==> config.mk <==
export PLATFORM = sky130hd
export DESIGN_NAME = udcp_parser
export DESIGN_NICKNAME = d
export VERILOG_FILES = /design/src/rtl/udcp_pkg.sv /design/src/rtl/udcp_fifo.sv /design/src/rtl/udcp_parser.sv
export VERILOG_INCLUDE_DIRS = /design/src /design/src/rtl
export SDC_FILE = /design/constraint.sdc
export NUM_CORES = 1
export LEC_CHECK = 0
export ABC_AREA = 1
export BUFFER_PORTS_ARGS = -buffer_cell sky130_fd_sc_hd__buf_2
export CAP_MARGIN = 20
export CORE_UTILIZATION = 45
export DETAILED_ROUTE_END_ITERATION = 7
export PLACE_DENSITY_LB_ADDON = 0.05
export SYNTH_ARGS = -nofsm -noshare
export SYNTH_HDL_FRONTEND = slang
export SYNTH_SLANG_ARGS = --single-unit
==> constraint.sdc <==
create_clock -name clk -period 2.8 [get_ports clk]
set_input_delay 0.7 -clock clk [delete_from_list [all_inputs] [get_ports clk]]
set_output_delay 0.7 -clock clk [all_outputs]
set_load 0.01 [all_outputs]
==> src/rtl/udcp_consts.svh <==
// constants for the dfu command parser
`ifndef UDCP_CONSTS_SVH
`define UDCP_CONSTS_SVH
`define UDCP_HDR_BYTES 4'd8
`define UDCP_OP_PROGRAM 8'h01
`define UDCP_OP_READBACK 8'h02
`define UDCP_OP_BLANK 8'h03
`define UDCP_OP_ERASE 8'h04
`define UDCP_OP_INFO 8'h05
`define UDCP_OP_PREFIX 8'h06
`define UDCP_OP_REBOOT 8'h07
`define UDCP_RQ_TYPE 8'ha1
`define UDCP_RQ_CODE 8'h42
`define UDCP_RQ_VALUE 16'h0023
`define UDCP_RQ_LEN 16'h0004
`define UDCP_VER_MAJOR 8'h01
`define UDCP_VER_MINOR 8'h00
`define UDCP_ST_OK 8'h00
`define UDCP_ST_NOT_BLANK 8'h05
`define UDCP_ST_FAIL 8'h0e
`define UDCP_BLK_SHIFT 10
`define UDCP_INFO_BYTES 5'd20
`endif

==> src/rtl/udcp_pkg.sv <==
// types shared by the parser files
package udcp_pkg;
   typedef logic [7:0] udcp_byte_type;
endpackage

==> src/rtl/udcp_fifo.sv <==
// parameterised valid/ready fifo for the upload byte stream
`timescale 1ns/10ps
module udcp_fifo #(
   parameter int WIDTH = 8,
   parameter int DEPTH = 8
) (
   input wire logic clk, // clock
   input wire logic rst, // sync reset
   input wire logic [WIDTH-1:0] in_data, // write word
   input wire logic in_valid, // write offered
   output logic in_ready, // room available
   output logic [WIDTH-1:0] out_data, // head word
   output logic out_valid, // data available
   input wire logic out_ready // reader takes
);
   localparam int AW = $clog2(DEPTH);
   initial begin
      if (DEPTH < 2 || (1 << AW) != DEPTH)
         $error("udcp_fifo depth must be a power of two");
   end
   logic [WIDTH-1:0] mem_q [DEPTH];
   logic [AW:0] wr_q, wr_d, rd_q, rd_d;
   logic push, pop;
   // pointers with wrap bit give honest full and empty
   always_comb begin
      in_ready = (wr_q - rd_q) != (AW+1)'(DEPTH);
      out_valid = wr_q != rd_q;
      push = in_valid && in_ready;
      pop = out_valid && out_ready;
      wr_d = push ? wr_q + 1'b1 : wr_q;
      rd_d = pop ? rd_q + 1'b1 : rd_q;
   end
   always_ff @(posedge clk) begin
      if (rst) begin
         wr_q <= '0;
         rd_q <= '0;
      end else begin
         wr_q <= wr_d;
         rd_q <= rd_d;
      end
   end
   // storage has no reset; only written words are ever read
   always_ff @(posedge clk) begin
      if (push)
         mem_q[wr_q[AW-1:0]] <= in_data;
   end
   assign out_data = mem_q[rd_q[AW-1:0]];
endmodule

==> src/rtl/udcp_parser.sv <==
// dfu download command parser with capability and upload streamer
`timescale 1ns/10ps
`include "udcp_consts.svh"
module udcp_parser
   import udcp_pkg::*;
#(
   parameter logic [15:0] BLOCK_SIZE = 16'h0400, // flash block bytes
   parameter logic [15:0] BLOCK_COUNT = 16'h0100, // flash blocks
   parameter logic [31:0] PART_ID = 32'h1234_5678, // arbitrary value
   parameter logic [31:0] CLASS_REV = 32'h0000_0001, // arbitrary value
   parameter logic [31:0] TOP_ADDR = 32'h0004_0000, // accessible top
   parameter logic [31:0] LOW_ADDR = 32'h0000_2800, // lowest writable
   parameter logic [7:0] SIG0 = 8'h5a, // arbitrary signature byte
   parameter logic [7:0] SIG1 = 8'h3c, // arbitrary signature byte
   parameter int FIFO_DEPTH = 8
) (
   input wire logic clk, // clock
   input wire logic rst, // sync reset
   input wire logic dfu_idle, // dfu core in idle state
   input wire logic dl_start, // pulse: download payload begins
   input wire logic [10:0] dl_len, // payload length, 1024 max
   input wire logic [7:0] dl_byte, // payload byte
   input wire logic dl_valid, // payload byte strobe
   input wire logic setup_valid, // pulse: setup packet present
   input wire logic [7:0] setup_type, // request type
   input wire logic [7:0] setup_code, // request code
   input wire logic [15:0] setup_value, // request value
   input wire logic [15:0] setup_len, // request length
   input wire logic ul_start, // pulse: upload request begins
   input wire logic [7:0] flash_byte, // flash readback byte
   input wire logic flash_valid, // flash readback strobe
   input wire logic status_rd, // pulse: status request served
   input wire logic usb_bus_reset, // pulse: usb bus reset seen
   input wire logic dl_complete, // download finished flag
   output logic cap_ack, // capability request claimed
   output logic prefix_disable_flag, // upload prefix off
   output logic [15:0] prog_block_q, // program start block
   output logic [31:0] prog_len_q, // program length
   output logic [31:0] wr_addr_q, // next image byte address
   output logic wr_strobe_q, // image byte write pulse
   output logic [7:0] wr_data_q, // image byte
   output logic [15:0] rd_block_q, // readback start block
   output logic [31:0] rd_len_q, // readback length
   output logic chk_req_q, // blank check start pulse
   output logic erase_req_q, // erase start pulse
   output logic [15:0] erase_count_q, // erase block count
   input wire logic chk_done, // pulse: blank check finished
   input wire logic chk_blank, // result with chk_done
   output logic [7:0] status_q, // status byte for next report
   output logic error_q, // request dfu error state
   output logic reboot_q, // soft reset pulse
   output logic [7:0] up_data, // upload byte
   output logic up_valid, // upload byte valid
   input wire logic up_ready // upload sink takes byte
);
   initial begin
      if (FIFO_DEPTH != 8)
         $error("udcp_parser expects an eight word fifo");
   end
   // ****************************************
   // helpers
   // ****************************************
   // little endian pick of byte n from a 160-bit image
   function automatic logic [7:0] pick(input logic [159:0] v,
                                       input logic [4:0] n);
      pick = v[{n, 3'b000} +: 8];
   endfunction
   // block number to byte address
   function automatic logic [31:0] blk_addr(input logic [15:0] b);
      blk_addr = {6'h00, b, 10'h000};
   endfunction
   logic [31:0] end_addr;
   logic [63:0] hdr_q, hdr_d;
   logic [3:0] cnt_q, cnt_d;
   logic [7:0] op;
   logic [15:0] hblk;
   logic [31:0] hlen;
   assign op = hdr_q[7:0];
   assign hblk = hdr_q[31:16];
   assign hlen = hdr_q[63:32];
   // ****************************************
   // download header capture
   // ****************************************
   typedef enum logic [3:0] {
      S_SKIP = 4'b0001, S_HDR = 4'b0010, S_EXEC = 4'b0100, S_DATA = 4'b1000
   } udcp_dl_type;
   udcp_dl_type st_q, st_d;
   logic prefix_q, prefix_d;
   logic [15:0] pb_d, rb_d, ec_d;
   logic [31:0] pl_d, rl_d, wa_d;
   logic chk_d, er_d, rb_go, err_d, ws_d;
   logic info_q, info_d;
   logic [7:0] stat_d, wdat_d;
   always_comb begin
      st_d = st_q;
      hdr_d = hdr_q;
      cnt_d = cnt_q;
      prefix_d = prefix_q;
      pb_d = prog_block_q;
      pl_d = prog_len_q;
      rb_d = rd_block_q;
      rl_d = rd_len_q;
      ec_d = erase_count_q;
      wa_d = wr_addr_q;
      chk_d = 1'b0;
      er_d = 1'b0;
      rb_go = 1'b0;
      ws_d = 1'b0;
      wdat_d = wr_data_q;
      info_d = info_q;
      err_d = error_q;
      stat_d = status_q;
      end_addr = blk_addr(hblk) + hlen;
      if (op == `UDCP_OP_ERASE)
         end_addr = blk_addr(hblk) + blk_addr(hlen[15:0]);
      unique case (st_q)
         S_SKIP, S_DATA: begin
            // non-idle payloads are raw image data only in S_DATA; S_SKIP drops them
            if (st_q == S_DATA && dl_valid) begin
               ws_d = 1'b1;
               wdat_d = dl_byte;
               wa_d = wr_addr_q + 32'h1;
            end
         end
         S_HDR: begin
            if (dl_valid) begin
               hdr_d = {dl_byte, hdr_q[63:8]};
               cnt_d = cnt_q + 4'd1;
               if (cnt_q == `UDCP_HDR_BYTES - 4'd1)
                  st_d = S_EXEC;
            end
         end
         S_EXEC: begin
            st_d = S_SKIP;
            unique case (op)
               `UDCP_OP_PROGRAM, `UDCP_OP_READBACK,
               `UDCP_OP_BLANK, `UDCP_OP_ERASE: begin
                  if (blk_addr(hblk) < LOW_ADDR || end_addr > TOP_ADDR) begin
                     err_d = 1'b1;
                     stat_d = `UDCP_ST_FAIL;
                  end else if (op == `UDCP_OP_PROGRAM) begin
                     pb_d = hblk;
                     pl_d = hlen;
                     // the stream has no stall, so byte eight is kept
                     wa_d = blk_addr(hblk) + {31'h0, dl_valid};
                     ws_d = dl_valid;
                     wdat_d = dl_byte;
                     st_d = S_DATA;
                  end else if (op == `UDCP_OP_READBACK) begin
                     rb_d = hblk;
                     rl_d = hlen;
                     info_d = 1'b0;
                  end else if (op == `UDCP_OP_BLANK) begin
                     chk_d = 1'b1;
                  end else begin
                     ec_d = hlen[15:0];
                     er_d = 1'b1;
                  end
               end
               `UDCP_OP_INFO: info_d = 1'b1;
               `UDCP_OP_PREFIX: prefix_d = hdr_q[8];
               `UDCP_OP_REBOOT: rb_go = 1'b1;
               default: begin
                  err_d = 1'b1;
                  stat_d = `UDCP_ST_FAIL;
               end
            endcase
         end
      endcase
      // new payload: header only when the core is idle
      if (dl_start) begin
         cnt_d = '0;
         if (dl_len == 11'd0)
            st_d = S_SKIP;
         else if (dfu_idle)
            st_d = S_HDR;
         else if (st_q != S_DATA)
            st_d = S_SKIP;
      end
      if (chk_done)
         stat_d = chk_blank ? `UDCP_ST_OK : `UDCP_ST_NOT_BLANK;
      if (status_rd && !error_q && !chk_done)
         stat_d = `UDCP_ST_OK;
      if (error_q && dfu_idle && st_q != S_EXEC)
         err_d = 1'b0;
   end
   always_ff @(posedge clk) begin
      if (rst) begin
         st_q <= S_SKIP;
         hdr_q <= '0;
         cnt_q <= '0;
         prefix_q <= 1'b0;
         prog_block_q <= '0;
         prog_len_q <= '0;
         rd_block_q <= '0;
         rd_len_q <= '0;
         erase_count_q <= '0;
         wr_addr_q <= '0;
         wr_strobe_q <= 1'b0;
         wr_data_q <= '0;
         chk_req_q <= 1'b0;
         erase_req_q <= 1'b0;
         info_q <= 1'b0;
         error_q <= 1'b0;
         status_q <= `UDCP_ST_OK;
         reboot_q <= 1'b0;
      end else begin
         st_q <= st_d;
         hdr_q <= hdr_d;
         cnt_q <= cnt_d;
         prefix_q <= prefix_d;
         prog_block_q <= pb_d;
         prog_len_q <= pl_d;
         rd_block_q <= rb_d;
         rd_len_q <= rl_d;
         erase_count_q <= ec_d;
         wr_addr_q <= wa_d;
         wr_strobe_q <= ws_d;
         wr_data_q <= wdat_d;
         chk_req_q <= chk_d;
         erase_req_q <= er_d;
         info_q <= info_d;
         error_q <= err_d;
         status_q <= stat_d;
         reboot_q <= rb_go || (usb_bus_reset && dl_complete);
      end
   end
   assign prefix_disable_flag = prefix_q;
   // ****************************************
   // capability request and upload stream
   // ****************************************
   // capability claim is a decode of the present setup packet
   assign cap_ack = setup_valid && setup_type == `UDCP_RQ_TYPE &&
      setup_code == `UDCP_RQ_CODE && setup_value == `UDCP_RQ_VALUE &&
      setup_len == `UDCP_RQ_LEN;
   typedef enum logic [3:0] {
      U_IDLE = 4'b0001, U_GEN = 4'b0010, U_FLASH = 4'b0100,
      U_CAP = 4'b1000
   } udcp_up_type;
   udcp_up_type us_q, us_d;
   logic [4:0] ui_q, ui_d, ulim;
   logic [159:0] img;
   logic [7:0] f_in;
   logic f_valid, f_ready;
   always_comb begin
      img = '0;
      ulim = `UDCP_INFO_BYTES;
      if (us_q == U_CAP) begin
         img[31:0] = {`UDCP_VER_MINOR, `UDCP_VER_MAJOR, SIG1, SIG0};
         ulim = 5'd4;
      end else if (info_q) begin
         img = {LOW_ADDR, TOP_ADDR, CLASS_REV, PART_ID,
                BLOCK_COUNT, BLOCK_SIZE};
      end else begin
         img[63:0] = {rd_len_q, rd_block_q, 8'h00, `UDCP_OP_PROGRAM};
         ulim = 5'd8;
      end
      us_d = us_q;
      ui_d = ui_q;
      f_in = pick(img, ui_q);
      f_valid = 1'b0;
      unique case (us_q)
         U_IDLE: begin
            ui_d = '0;
            if (cap_ack)
               us_d = U_CAP;
            else if (ul_start && (info_q || prefix_q))
               us_d = info_q ? U_GEN : U_FLASH;
            else if (ul_start)
               us_d = U_GEN;
         end
         U_GEN, U_CAP: begin
            f_valid = 1'b1;
            if (f_ready) begin
               ui_d = ui_q + 5'd1;
               if (ui_q == ulim - 5'd1)
                  us_d = (us_q == U_GEN && !info_q) ? U_FLASH : U_IDLE;
            end
         end
         U_FLASH: begin
            // flash bytes stream until the next upload or command
            f_in = flash_byte;
            f_valid = flash_valid;
            if (ul_start || dl_start)
               us_d = U_IDLE;
         end
      endcase
   end
   always_ff @(posedge clk) begin
      if (rst) begin
         us_q <= U_IDLE;
         ui_q <= '0;
      end else begin
         us_q <= us_d;
         ui_q <= ui_d;
      end
   end
   // flash bytes have no stall path; the core must throttle flash_valid
   udcp_fifo #(.WIDTH(8), .DEPTH(FIFO_DEPTH)) u_fifo (
      .clk(clk),
      .rst(rst),
      .in_data(f_in),
      .in_valid(f_valid),
      .in_ready(f_ready),
      .out_data(up_data),
      .out_valid(up_valid),
      .out_ready(up_ready)
   );
   // ****************************************
   // checks
   // ****************************************
   a_prefix_reset: assert property (@(posedge clk)
      $fell(rst) |-> !prefix_disable_flag)
      else $error("prefix not enabled after reset");
   a_bad_opcode: assert property (@(posedge clk) disable iff (rst)
      st_q == S_EXEC && (op == 8'h00 || op > 8'h07) |=> error_q)
      else $error("unknown opcode did not raise error");
   a_idle_only: assert property (@(posedge clk) disable iff (rst)
      dl_start && !dfu_idle |=> st_q != S_HDR)
      else $error("header parsed outside idle");
   a_header_len: assert property (@(posedge clk) disable iff (rst)
      st_q == S_EXEC |-> cnt_q == 4'd8)
      else $error("header length wrong");
   a_cap_decode: assert property (@(posedge clk) disable iff (rst)
      cap_ack |-> setup_code == 8'h42 && setup_type == 8'ha1)
      else $error("capability decode wrong");
   a_prog_addr: assert property (@(posedge clk) disable iff (rst)
      st_q == S_EXEC && st_d == S_DATA |=> prog_block_q == $past(hblk) &&
      wr_addr_q == {6'h00, prog_block_q, 10'h000} + {31'h0, $past(dl_valid)})
      else $error("program address wrong");
   a_prefix_sel: assert property (@(posedge clk) disable iff (rst)
      st_q == S_EXEC && op == 8'h06 |=> prefix_disable_flag == $past(hdr_q[8]))
      else $error("prefix select not applied");
   a_check_stat: assert property (@(posedge clk) disable iff (rst)
      chk_done |=> status_q == ($past(chk_blank) ? 8'h00 : 8'h05))
      else $error("blank check status wrong");
   a_reboot: assert property (@(posedge clk) disable iff (rst)
      st_q == S_EXEC && op == 8'h07 |=> reboot_q ##1 !reboot_q)
      else $error("reboot pulse wrong");
endmodule

==> Yosys cells after proc, flatten, opt, wreduce, memory -nomap -nowiden <==
Memories as Yosys holds them, arrays and structs flattened. A register that Yosys moved wholly into a read port is not among the register bits.
Cells that the tools add are included.
{ "word_totals": {"rom_bits": 0, "out_inout_bits": 176, "elab_cells": 191, "ramBits": 64, "mem_count": 1, "reg_bits": 256, "latch_bits": 0} }
{ "memory_table": {"columns": ["memory", "depth", "word_bits", "read_ports", "rd_ports_with_merged_regs", "wr", "line_no", "source"], "rows": [
  ["u_fifo.mem_q", 8, 8, 1, 1, 1, "udcp_fifo.sv:21", "logic [WIDTH-1:0] mem_q [DEPTH];"]
]} }
{ "classes": {"n_reduce_logical": 45, "n_mux": 64, "bitwise_logic": 7, "magnitude_cmp": 2, "add_sub_neg": 10, "div": 0, "eq_ne": 39, "shift": 1, "multipliers": 0} }
{ "ops": {"columns": ["op", "count"], "rows": [
  ["$mux W32", 6],
  ["$shiftx A160 B9 Y8", 1],
  ["$mux W128", 1],
  ["$mux W78", 1],
  ["$mux W64", 1],
  ["$mux W8", 8],
  ["$pmux W32 S2", 1],
  ["$mux W4", 15],
  ["$add A26 B32 Y32", 1],
  ["$add A32 B1 Y32 const B", 1],
  ["$eq A8 B3 Y1 const B", 4],
  ["$gt A32 B19 Y1 const B", 1],
  ["$pmux W8 S2", 2],
  ["$add A26 B1 Y27", 1],
  ["$add A26 B26 Y27", 1],
  ["$lt A26 B14 Y1 const B", 1],
  ["$ne A2 B2 Y1 const B", 11],
  ["$eq A16 B3 Y1 const B", 1],
  ["$eq A16 B6 Y1 const B", 1],
  ["$eq A8 B2 Y1 const B", 2],
  ["$mux W3", 5],
  ["$mux W5", 3],
  ["$reduce_and A5 Y1", 3],
  ["$logic_and A1 B1 Y1", 14],
  ["35 further kinds", 82]
]} }

==> Logic depth before layout (Yosys ltp) <==
Gate-level depths: netlist of run 1.
{ "logic_depth": {"word_depth": 11, "depth_mapped": 24, "ltp_nobuf": 24} }

==> Hierarchy <==
Synthesis of run 1 repeated with hierarchy kept, for this count alone.
{ "hier_totals": {"cells_unflattened": 2379, "area_unflattened_um2": 16673.5} }
{ "modules_own_cells": {"columns": ["module", "cells_each", "n_inst", "area_per_inst_um2"], "rows": [
  ["udcp_parser", 2098, 1, 13523.0],
  ["udcp_fifo", 281, 1, 3150.5]
]} }

==> Worst setup path after synthesis of run 1 <==
No wires, ideal clock.
{ "synth_path": {"path_kind": "register -> register", "startpoint": "register hdr_q[42]", "endpoint": "register rd_block_q[14]", "setup_time_ns": 0.113, "t_required_ns": 2.687, "slack_ns": 0.042, "stages_incl_launch_ff": 21, "path_buffers": 1, "arrival_time_ns": 2.645, "path_cell_list": "dfxtp_1 > ha_1 > inv_1 > fa_1 > inv_1 > nand2_1 > nand2_1 > nand3_1 > nand2_1 > nand2_1 > nand2_1 > nand3_1 > nand2_1 > nand4_1 > o21ai_4 > nand2_2 > inv_2 > nand3_2 > buf_2 > o21ai_1 > nor2_1"} }
{ "synth_via": {"elab_chain_len": 6, "word_cells_on_any_way": 7, "cone_classes": "add/sub: 2; order compare: 1; mux: 1; bitwise: 1; reduce/logical: 2"} }
{ "synth_lines": {"columns": ["element", "line_no", "source"], "rows": [
  ["from (decl)", "udcp_parser.sv:73", "logic [63:0] hdr_q, hdr_d;"],
  ["from (signal assigned)", "udcp_parser.sv:209", "hdr_q <= hdr_d;"],
  ["$add A26 B32 Y32 or $add A26 B26 Y27 (tied branches)", "udcp_parser.sv:113, udcp_parser.sv:115", null],
  ["$mux W32 *", "udcp_parser.sv:114", "if (op == `UDCP_OP_ERASE)"],
  ["$gt A32 B19 Y1 *", "udcp_parser.sv:138", "if (blk_addr(hblk) < LOW_ADDR || end_addr > TOP_ADDR) begin"],
  ["$logic_or A1 B1 Y1 *", "udcp_parser.sv:138", null],
  ["$not A1 Y1 (no line) *", null, null],
  ["$reduce_and A5 Y1 (no line) *", null, null],
  ["to (signal assigned)", "udcp_parser.sv:214", "rd_block_q <= rb_d;"],
  ["to (decl)", "udcp_parser.sv:42", "output logic [15:0] rd_block_q,"]
]} }
Every way passes the cells marked *; elsewhere a longest branch is shown, timed or not.
A chain may end at the register's enable or synchronous reset.

==> Worst setup path after layout of run 1 <==
{ "layout_path": {"startpoint": "register hdr_q[42]", "endpoint": "register prog_len_q[28]"} }
{ "layout_via": {"elab_chain_len": 6, "word_cells_on_any_way": 7, "cone_classes": "add/sub: 2; order compare: 1; mux: 1; bitwise: 1; reduce/logical: 2"} }
{ "layout_lines": {"columns": ["element", "line_no", "source"], "rows": [
  ["$add A26 B32 Y32 or $add A26 B26 Y27 (tied branches)", "udcp_parser.sv:113, udcp_parser.sv:115", null],
  ["$mux W32 *", "udcp_parser.sv:114", null],
  ["$gt A32 B19 Y1 *", "udcp_parser.sv:138", null],
  ["$logic_or A1 B1 Y1 *", "udcp_parser.sv:138", null],
  ["$not A1 Y1 (no line) *", null, null],
  ["$reduce_and A4 Y1 (no line) *", null, null],
  ["to (signal assigned)", "udcp_parser.sv:213", "prog_len_q <= pl_d;"],
  ["to (decl)", "udcp_parser.sv:38", "output logic [31:0] prog_len_q,"]
]} }
Marked as above.

==> impl_summary.txt, run 1 <==
----------------------------------------------------
[Status]
  Outcome ... complete, but fails checks
  Violated checks ... setup timing

[Clock network]
  Clock Path Buffers ... 3
  Number of clock sinks ... roughly 320
  Root Driver ... sky130_fd_sc_hd__clkbuf_16
  Clock tree from TritonCTS ... done
  Number of buffers inserted during clock tree synthesis ... 37
  Hold-fix buffers, CTS ... 0
  Clock slew at the register clock pins of the worst setup and hold paths ... about 0.060 ns
  Clock latency on the worst-skew pair ... about 0.57 ns
  H-tree depth ... 2

[Final layout]
  Footprint of the flip-flops and latches ... about 7000 um2
  Fin cells ... about 3300
  Area taken by multi-input logic gates ... 9480 um2
  Leading cell type in the layout, fill and taps excluded ... sky130_fd_sc_hd__nor2_1
  Most frequent cells in the layout ... sky130_fd_sc_hd__nor2_1, sky130_fd_sc_hd__nand2_1, sky130_fd_sc_hd__buf_2
  Net total in the final layout ... a little under 3000
  Layout cells sized above 1 ... roughly 31%
  Synth-to-layout area growth ... 38.2%
  Layout filler cell count ... about 3200

[Synth]
  Share of the synthesized area in compound gates (AO/OA/AOI/OAI) ... between 10% and 20%
  Simple logic cell fraction of the synthesized area ... 28.4%
  Largest area contributor in the synthesized netlist ... sky130_fd_sc_hd__dfxtp_1
  Number of enable flip-flop cells after synthesis ... between 60 and 70
  Post-synth cell types ... 54
  Synthesized netlist cell count ... around 2300
  Flops & latches, synth ... approximately 320
  Post-Syn Area ... 16600 um2
  Sequential fraction of the synthesis area ... between 40 and 50%
  Share of the synthesized area in the top cell type ... just over 30%
  Fraction of synthesized cell area in xor and xnor cells ... under 10%
  Number of warning messages in the yosys log ... 0
  Average cell area after synthesis ... between 7 and 8 um2
  Cell types occupying the most area after synthesis ... sky130_fd_sc_hd__dfxtp_1, sky130_fd_sc_hd__edfxtp_1, sky130_fd_sc_hd__nor2_1
  Multiplexer area fraction after synthesis ... 0.363%
  Ys async rst share ... 0%
  Main combinational cell family by area after synthesis ... simple AND/OR/NAND/NOR gates
  Post-synth top flop ... sky130_fd_sc_hd__dfxtp_1
  Synth Area in Adders ... approximately 3.3%

[Setup path]
  Worst setup slack for register-to-register paths ... -0.25 ns
  Worst setup EP type ... register
  Category of the worst setup path launch point ... register
  Worst Reg2Reg Path Length in Cells ... 23
  Worst Setup Path Type ... reg -> reg
  Arrival time at the worst endpoint ... about 3.5 ns
  Peak fanout along the critical path ... 6
  Required time worst endpoint ... about 3.3 ns

[Power]
  Power per Cell Area ... roughly 560 nW/um2
  Portion of total power attributed to combinational logic ... ~22%
  Internal portion of total power ... just under 9 mW
  Sw Pwr ... slightly below 4 mW
  Leakage Power ... 10.2 nW
  Clock share of power ... 38.3%
  Design Power ... 12.8 mW
  Switching power share of the total ... a little under a third
  Power share of the sequential group ... between 40% and 50%
  Maximum VDD drop ... 465 uV

[STA]
  Least-Margin Pin Slew ... between 0.9 and 1 ns
  Setup violators final ... about 160
  Period utilization ... 109%
  Peak clock frequency supported by timing ... ~0.33 GHz
  Fin. max-slew vios ... 0
  Final setup slack of the worst path ... -0.247 ns
  Max-slew headroom at the worst pin ... 37.5%
  Unrepaired setup endpoints after global routing ... true
  Final hold violation count ... 0
  Worst clock skew ... approximately 0.018 ns
  Final worst path period need ... 3.05 ns
  Worst hold-check slack ... between 0.3 and 0.4 ns

[Detailed routing]
  Starting DRT DRC Count ... ~1200
  DRC Markers ... 0
  Wire length per cell ... 20.0 um
  Ratio of routed vias to standard cells ... 5.48
  Length of the first detailed-routing pass in iterations ... 5
  Count of antenna-violating nets left after detailed routing ... 0
  Final wirelength ... 65.1 mm
  Vias ... about 18000

[Place]
  Post-detailed-placement half-perimeter wirelength ... 47.1 mm
  Cell count after placement ... approximately 3200
  Count of buffers from port buffering ... 260
  Weighted congestion reported at the end of routability-driven placement ... between 0.9 and 1

[GRT]
  Wire length of the first global-routing pass ... 96.0 mm
  Global route overflow ... 0
  Antenna violations before repair ... 2
  Global Route Usage Sum ... 32.9%
  Pin count of the biggest net entering global routing ... 85
  Number of global-route vias before repair ... roughly 17000

[Floorplanning]
  Floorplan Core Area ... 35900 um2
  Floorplan die width ... ~190 um
  Number of standard-cell rows in the floorplan ... around 70
  Number of placed I/O pins ... ~270
  Initial Utilization ... around 46%
  Overall die area ... 37600 um2
  Die height ... 194 um

[Min path]
  Cell count of the worst hold path ... 3
  Tightest Hold Check Type ... in -> reg

[Run]
  Maximum capacitance violations ... 0

----------------------------------------------------
power by group through the flow:
stage,Sequential (mW),Clock [mW],Combinational (mW)
CTS,5.11,4.97,2.62
global placement,5.20,0,2.50
floorplan,5.19,0,1.53
finish,5.13,4.90,2.77
global route,5.15,5.16,3.03
detailed placement,5.20,0,2.55
registers in the layout, summed over array words and instances, names as in the netlist, named ones only:
register             cells
rd_len_q                32
prog_block_q            16
erase_count_q           16
rd_block_q              16
hdr_q                   64
wr_data_q                8
wr_strobe_q              1
us_q                     4
error_q                  1
reboot_q                 1
info_q                   1
chk_req_q                1
status_q                 3
u_fifo.wr_q              4
prog_len_q              32
u_fifo.rd_q              4
cnt_q                    4
wr_addr_q               32
st_q                     4
erase_req_q              1
u_fifo.mem_q            64
ui_q                     5
prefix_disable_flag      1
synth_stat cells (3+ instances only):
master                       n
sky130_fd_sc_hd__a211oi_1    5
sky130_fd_sc_hd__a21oi_1   204
sky130_fd_sc_hd__a31oi_1    14
sky130_fd_sc_hd__buf_1       6
sky130_fd_sc_hd__buf_2      22
sky130_fd_sc_hd__buf_4       6
sky130_fd_sc_hd__buf_6       8
sky130_fd_sc_hd__clkbuf_1   68
sky130_fd_sc_hd__dfxtp_1   254
sky130_fd_sc_hd__edfxtp_1   64
sky130_fd_sc_hd__ha_1       40
sky130_fd_sc_hd__inv_1     217
sky130_fd_sc_hd__inv_2       7
sky130_fd_sc_hd__mux2i_1     6
sky130_fd_sc_hd__nand2_1   396
sky130_fd_sc_hd__nand2_2     8
sky130_fd_sc_hd__nand3_1   116
sky130_fd_sc_hd__nand3_2     6
sky130_fd_sc_hd__nand3b_1   15
sky130_fd_sc_hd__nand4_1    49
sky130_fd_sc_hd__nor2_1    416
sky130_fd_sc_hd__nor2_2      5
sky130_fd_sc_hd__nor2_4      4
sky130_fd_sc_hd__nor3_1     41
sky130_fd_sc_hd__nor3_2      3
sky130_fd_sc_hd__nor4_1     26
sky130_fd_sc_hd__o211ai_1    3
sky130_fd_sc_hd__o21ai_0   180
sky130_fd_sc_hd__o21ai_1    52
sky130_fd_sc_hd__o22ai_1    14
sky130_fd_sc_hd__o311ai_0    3
sky130_fd_sc_hd__or2_2       3
sky130_fd_sc_hd__xnor2_1    14
sky130_fd_sc_hd__xor2_1     23
worst max-delay path, cell delays in order (launching register included):
cell and delay (ns):
sky130_fd_sc_hd__dfxtp_2 0.37, sky130_fd_sc_hd__ha_4 0.15, sky130_fd_sc_hd__inv_2 0.03, sky130_fd_sc_hd__fa_2 0.34
sky130_fd_sc_hd__inv_2 0.06, sky130_fd_sc_hd__nand2_1 0.05, sky130_fd_sc_hd__nand2_2 0.08, sky130_fd_sc_hd__nand2_2 0.09
sky130_fd_sc_hd__inv_1 0.06, sky130_fd_sc_hd__nand2_1 0.07, sky130_fd_sc_hd__nand4_1 0.08, sky130_fd_sc_hd__nand2_1 0.06
sky130_fd_sc_hd__inv_1 0.06, sky130_fd_sc_hd__nand2_2 0.06, sky130_fd_sc_hd__nor2_1 0.09, sky130_fd_sc_hd__nand3_1 0.12
sky130_fd_sc_hd__o21ai_4 0.29, sky130_fd_sc_hd__nand3_4 0.20, sky130_fd_sc_hd__inv_6 0.15, sky130_fd_sc_hd__buf_8 0.16
sky130_fd_sc_hd__buf_12 0.11, sky130_fd_sc_hd__buf_8 0.11, sky130_fd_sc_hd__a21oi_2 0.05, sky130_fd_sc_hd__nor2_1 0.11
routing by layer:
| metal | GRT usage (%) | wire [um] |
|---|---|---|
| met3 | 5.72 | 4240 |
| met1 | 42.8 | 27900 |
| met2 | 54.5 | 30600 |
| met4 | 12.4 | 2330 |
| met5 | 0 | 0 |
through the flow:
| stage | area (um2) | setup TNS (ns) | utilization, % | worst slack [ns] |
|---|---|---|---|---|
| 2_1_floorplan | 16600 | 0 | - | 0.0422 |
| 3_3_place_gp | 19700 | -60.84 | 55.0 | -0.456 |
| 3_5_place_dp | 19700 | -65.02 | 55.0 | -0.477 |
| 4_1_cts | 21600 | -19.98 | 60.3 | -0.177 |
| 5_1_grt | 22900 | -50.57 | 63.7 | -0.392 |
| 6_report | 22900 | -27.54 | 63.7 | -0.247 |
final cells by class:
| cell class | count | share of cell area, % |
|---|---|---|
| clock buffers | 51 | 4.49 |
| inverters | 226 | 3.77 |
| repair inverters | 2 | 0.0656 |
| clock inverters | 16 | 0.798 |
| multi-input cells | 1671 | 41.4 |
| diodes | 2 | 0.0219 |
| repair buffers | 507 | 16.1 |
| flip-flops and latches | 318 | 30.8 |
| well taps | 461 | 2.52 |
timing repair:
| item | in CTS | in global routing |
|---|---|---|
| cloned | 5 | 13 |
| endpoints found under the setup margin | 165 | 170 |
| buffers inserted | 5 | 9 |
| gates resized for setup | 134 | 237 |
| pin swaps | 18 | 64 |
worst paths after layout:
check                            startpoint              to
worst min register to register     hdr_q[5]        hdr_q[5]
worst min-delay path            dl_complete        reboot_q
worst max register to register    hdr_q[42]  prog_len_q[28]
worst max-delay path              hdr_q[42]  prog_len_q[28]
kinds of logic after synthesis:
| group | after synthesis |
|---|---|
| AO/OA/AOI/OAI | 485 |
| buffers and inverters | 337 |
| adder cells (fa/ha/maj) | 42 |
| other | 1 |
| flip-flops | 318 |
| XOR/XNOR | 37 |
| multiplexers | 6 |
| AND/OR/NAND/NOR | 1096 |
(Power assumes the default switching activity.)
==> run 2, diff against run 1 <==
Settings changed: SKIP_CTS_REPAIR_TIMING from default to 1.
==> run 2 against run 1 <==
Compared with the run above: sequential share of layout area up 0.98 points; largest power group unchanged; critical path depth down 5; cell count down 0.12%; die area unchanged; the run still ends with setup timing left; first-iteration DRC count up 3.9%; non-clock buffer count down 4; hold slack better by 0.0015 ns; highest routed layer unchanged.
==> impl_summary.txt, run 2 (synthesis results as in run 1) <==
----------------------------------------------------
[Status]
  Outcome ... complete, but fails checks
  Violated checks ... setup timing

[Setup path]
  Category of the worst setup path launch point ... register
  Sum of buffers and inverters on the critical path ... 3 (-5)
  Peak fanout along the critical path ... 6 (unchanged)
  Required time worst endpoint ... 3.24 ns (-0.05 ns)
  Worst Setup Path Type ... reg -> reg
  Crit-path slowest cell ... sky130_fd_sc_hd__fa_2
  Worst setup EP type ... register
  Critical path, cell by cell ... buf_6 -> ha_4 -> fa_2 -> buf_6 -> xnor2_2 -> nand3_1 -> nor2_1 -> nand3_1 -> nand2_1 -> nand3_2 -> nand2_2 -> nand3_2 -> nor2_4 -> nand3_4 -> inv_6 -> nand2_8 -> o21ai_2 -> nor2_1
  Delay of the slowest cell on the worst path ... 0.40 ns (+0.03 ns)
  Cell family with the largest share of critical-path delay ... simple AND/OR/NAND/NOR gates
  Arrival time at the worst endpoint ... 3.53 ns (about the same)

[Final layout]
  Synth-to-layout area growth ... 33.5%
  Leading cell type in the layout, fill and taps excluded ... sky130_fd_sc_hd__nor2_1
  Net total in the final layout ... 2888 (-0.21%)
  Layout filler cell count ... 3317 (+2.5%)
  Layout cells sized above 1 ... 25.8% (-5.4 points)
  Most frequent cells in the layout ... sky130_fd_sc_hd__nor2_1, sky130_fd_sc_hd__nand2_1, sky130_fd_sc_hd__buf_2

[GRT]
  Global route overflow ... 0 (unchanged)
  Pin count of the biggest net entering global routing ... 85 (unchanged)
  Antenna violations before repair ... 3 (+1)
  Global Route Usage Sum ... 32.4% (-0.55 points)
  Wire length of the first global-routing pass ... 94.7 mm (-1.4%)
  Number of global-route vias before repair ... 16500 (-1.7%)

[Place]
  Post-detailed-placement half-perimeter wirelength ... 47.1 mm (unchanged)
  Weighted congestion reported at the end of routability-driven placement ... 0.962 (unchanged)
  Count of buffers from port buffering ... 260 (unchanged)
  Pre-CTS setup slack ... -0.477 ns (unchanged)

[STA]
  Max-slew headroom at the worst pin ... 39.1% (+1.6 points)
  Final setup slack of the worst path ... -0.290 ns (-0.0426 ns)
  Peak clock frequency supported by timing ... 0.324 GHz (-1.4%)
  Final hold violation count ... 0 (unchanged)
  Fin. max-slew vios ... 0 (unchanged)
  Setup violators final ... 164 (+3.8%)
  Unrepaired setup endpoints after global routing ... true
  Worst clock skew ... 0.0184 ns (+0.000696 ns)
  Period utilization ... 110% (+1.5 points)
  Final worst path period need ... 3.09 ns (+0.0426 ns)
  Least-Margin Pin Slew ... 0.914 ns (-0.0239 ns)

[Power]
  Sw Pwr ... 3.87 mW (-2.4%)
  Switching power share of the total ... 30.6% (-0.39 points)
  Leakage Power ... 9.98 nW (-1.9%)
  Power per Cell Area ... 572 nW/um2 (+2.3%)
  Clock share of power ... 38.7% (+0.4 points)
  Portion of total power attributed to combinational logic ... 20.9% (-0.7 points)
  Internal portion of total power ... 8.78 mW (-0.62%)
  Maximum VDD drop ... 465 uV (about the same)
  Power share of the sequential group ... 40.4% (+0.3 points)
  Design Power ... 12.6 mW (-1.2%)

[Detailed routing]
  Length of the first detailed-routing pass in iterations ... 5 (unchanged)
  Final wirelength ... 64.5 mm (-0.90%)
  Ratio of routed vias to standard cells ... 5.43 (-1.0%)
  Starting DRT DRC Count ... 1267 (+3.9%)
  Count of antenna-violating nets left after detailed routing ... 0 (unchanged)
  DRC Markers ... 0 (unchanged)
  Vias ... 17600 (-1.2%)
  Wire length per cell ... 19.8 um (-0.78%)

[Clock network]
  Number of clock sinks ... 318 (unchanged)
  Clock Path Buffers ... 3 (unchanged)
  Root Driver ... sky130_fd_sc_hd__clkbuf_16
  Number of buffers inserted during clock tree synthesis ... 37 (unchanged)
  Clock latency on the worst-skew pair ... 0.57 ns (about the same)
  Clock tree from TritonCTS ... done
  H-tree depth ... 2 (unchanged)
  Clock slew at the register clock pins of the worst setup and hold paths ... 0.06 ns (about the same)

[Floorplanning]
  Die height ... 194 um (unchanged)
  Overall die area ... 37600 um2 (unchanged)
  Number of placed I/O pins ... 265 (unchanged)
  Number of standard-cell rows in the floorplan ... 69 (unchanged)
  Floorplan die width ... 194 um (unchanged)
  Initial Utilization ... 46.1% (unchanged)
  Floorplan Core Area ... 35900 um2 (unchanged)

[Run]
  Maximum capacitance violations ... 0 (unchanged)

[Min path]
  Tightest Hold Check Type ... in -> reg

----------------------------------------------------
-- run 2: cell types whose count changed in the layout (fill, tap and decap cells not counted), moves of 15 or more --
cell / before / now
sky130_fd_sc_hd__a21oi_1: 161 / 198
sky130_fd_sc_hd__nand3_1: 82 / 106
sky130_fd_sc_hd__nor2_1: 398 / 381
sky130_fd_sc_hd__a21oi_2: 42 / 7
sky130_fd_sc_hd__o21ai_2: 44 / 8
sky130_fd_sc_hd__nand2_4: 19 / 4
sky130_fd_sc_hd__nand2_2: 49 / 20
sky130_fd_sc_hd__nand2_1: 334 / 379
sky130_fd_sc_hd__nand3_2: 35 / 13
sky130_fd_sc_hd__o21ai_1: 26 / 48
-- run 2: worst register-to-register path, stage by stage (launching register included) --
cell                      delay (ns)
sky130_fd_sc_hd__dfxtp_4        0.36
sky130_fd_sc_hd__buf_6          0.12
sky130_fd_sc_hd__ha_4           0.16
sky130_fd_sc_hd__fa_2           0.40
sky130_fd_sc_hd__buf_6          0.15
sky130_fd_sc_hd__xnor2_2        0.11
sky130_fd_sc_hd__nand3_1        0.10
sky130_fd_sc_hd__nor2_1         0.11
sky130_fd_sc_hd__nand3_1        0.12
sky130_fd_sc_hd__nand2_1        0.11
sky130_fd_sc_hd__nand3_2        0.07
sky130_fd_sc_hd__nand2_2        0.09
sky130_fd_sc_hd__nand3_2        0.09
sky130_fd_sc_hd__nor2_4         0.21
sky130_fd_sc_hd__nand3_4        0.15
sky130_fd_sc_hd__inv_6          0.16
sky130_fd_sc_hd__nand2_8        0.10
sky130_fd_sc_hd__o21ai_2        0.29
sky130_fd_sc_hd__nor2_1         0.08
-- run 2: metal layers --
| metal | routed length (um) | GRT usage, % | share of wire [%] | vias up |
|---|---|---|---|---|
| li1 | - | - | - | 8599 |
| met1 | 27200 | 42.4 | 42 | 8244 |
| met2 | 30300 | 53.3 | 47 | 669 |
| met3 | 4660 | 5.57 | 7.2 | 127 |
| met4 | 2320 | 11.9 | 3.6 | 0 |
| met5 | 0 | 0 | 0 | - |
-- run 2: path summary, 6_finish.rpt --
| check | slack, ns | cells past startpoint | end | from |
|---|---|---|---|---|
| hold / removal | 0.38 | 3 | reboot_q | dl_complete |
| setup / recovery | -0.29 | 18 | prog_len_q[28] | hdr_q[16] |
| hold reg to reg | 0.46 | 2 | hdr_q[5] | hdr_q[5] |
| setup reg to reg | -0.29 | 18 | prog_len_q[28] | hdr_q[16] |
-- run 2: layout make-up --
| class | instances | area (um2) | share of cell area (%) |
|---|---|---|---|
| timing repair buffer | 503 | 3590 | 16.3 |
| sequential | 318 | 7020 | 31.8 |
| clock buffer | 51 | 1030 | 4.65 |
| antenna | 4 | 10.0 | 0.0453 |
| inverter | 226 | 860 | 3.89 |
| multi-input combinational | 1671 | 8820 | 39.9 |
| tap | 461 | 577 | 2.61 |
| clock inverter | 16 | 183 | 0.827 |
-- run 2: power by group through the flow --
stage | combinational, mW | sequential (mW) | clock, mW
2_1_floorplan | 1.53 | 5.19 | 0
3_3_place_gp | 2.50 | 5.20 | 0
3_5_place_dp | 2.55 | 5.20 | 0
4_1_cts | 2.56 | 5.11 | 4.97
5_1_grt | 2.92 | 5.13 | 5.16
6_report | 2.64 | 5.11 | 4.89
-- run 2: per-stage QoR --
stage	cell area, um2	utilization (%)	cells	TNS [ns]	hold WS (ns)
after floorplan	16600	-	2325	0	0.430
after global placement	19700	55.0	3154	-60.84	0.442
after detailed placement	19700	55.0	3154	-65.02	0.455
after CTS	21000	58.4	3221	-66.74	0.366
after global routing	22100	61.5	3248	-56.67	0.384
final	22100	61.5	3250	-36.78	0.384
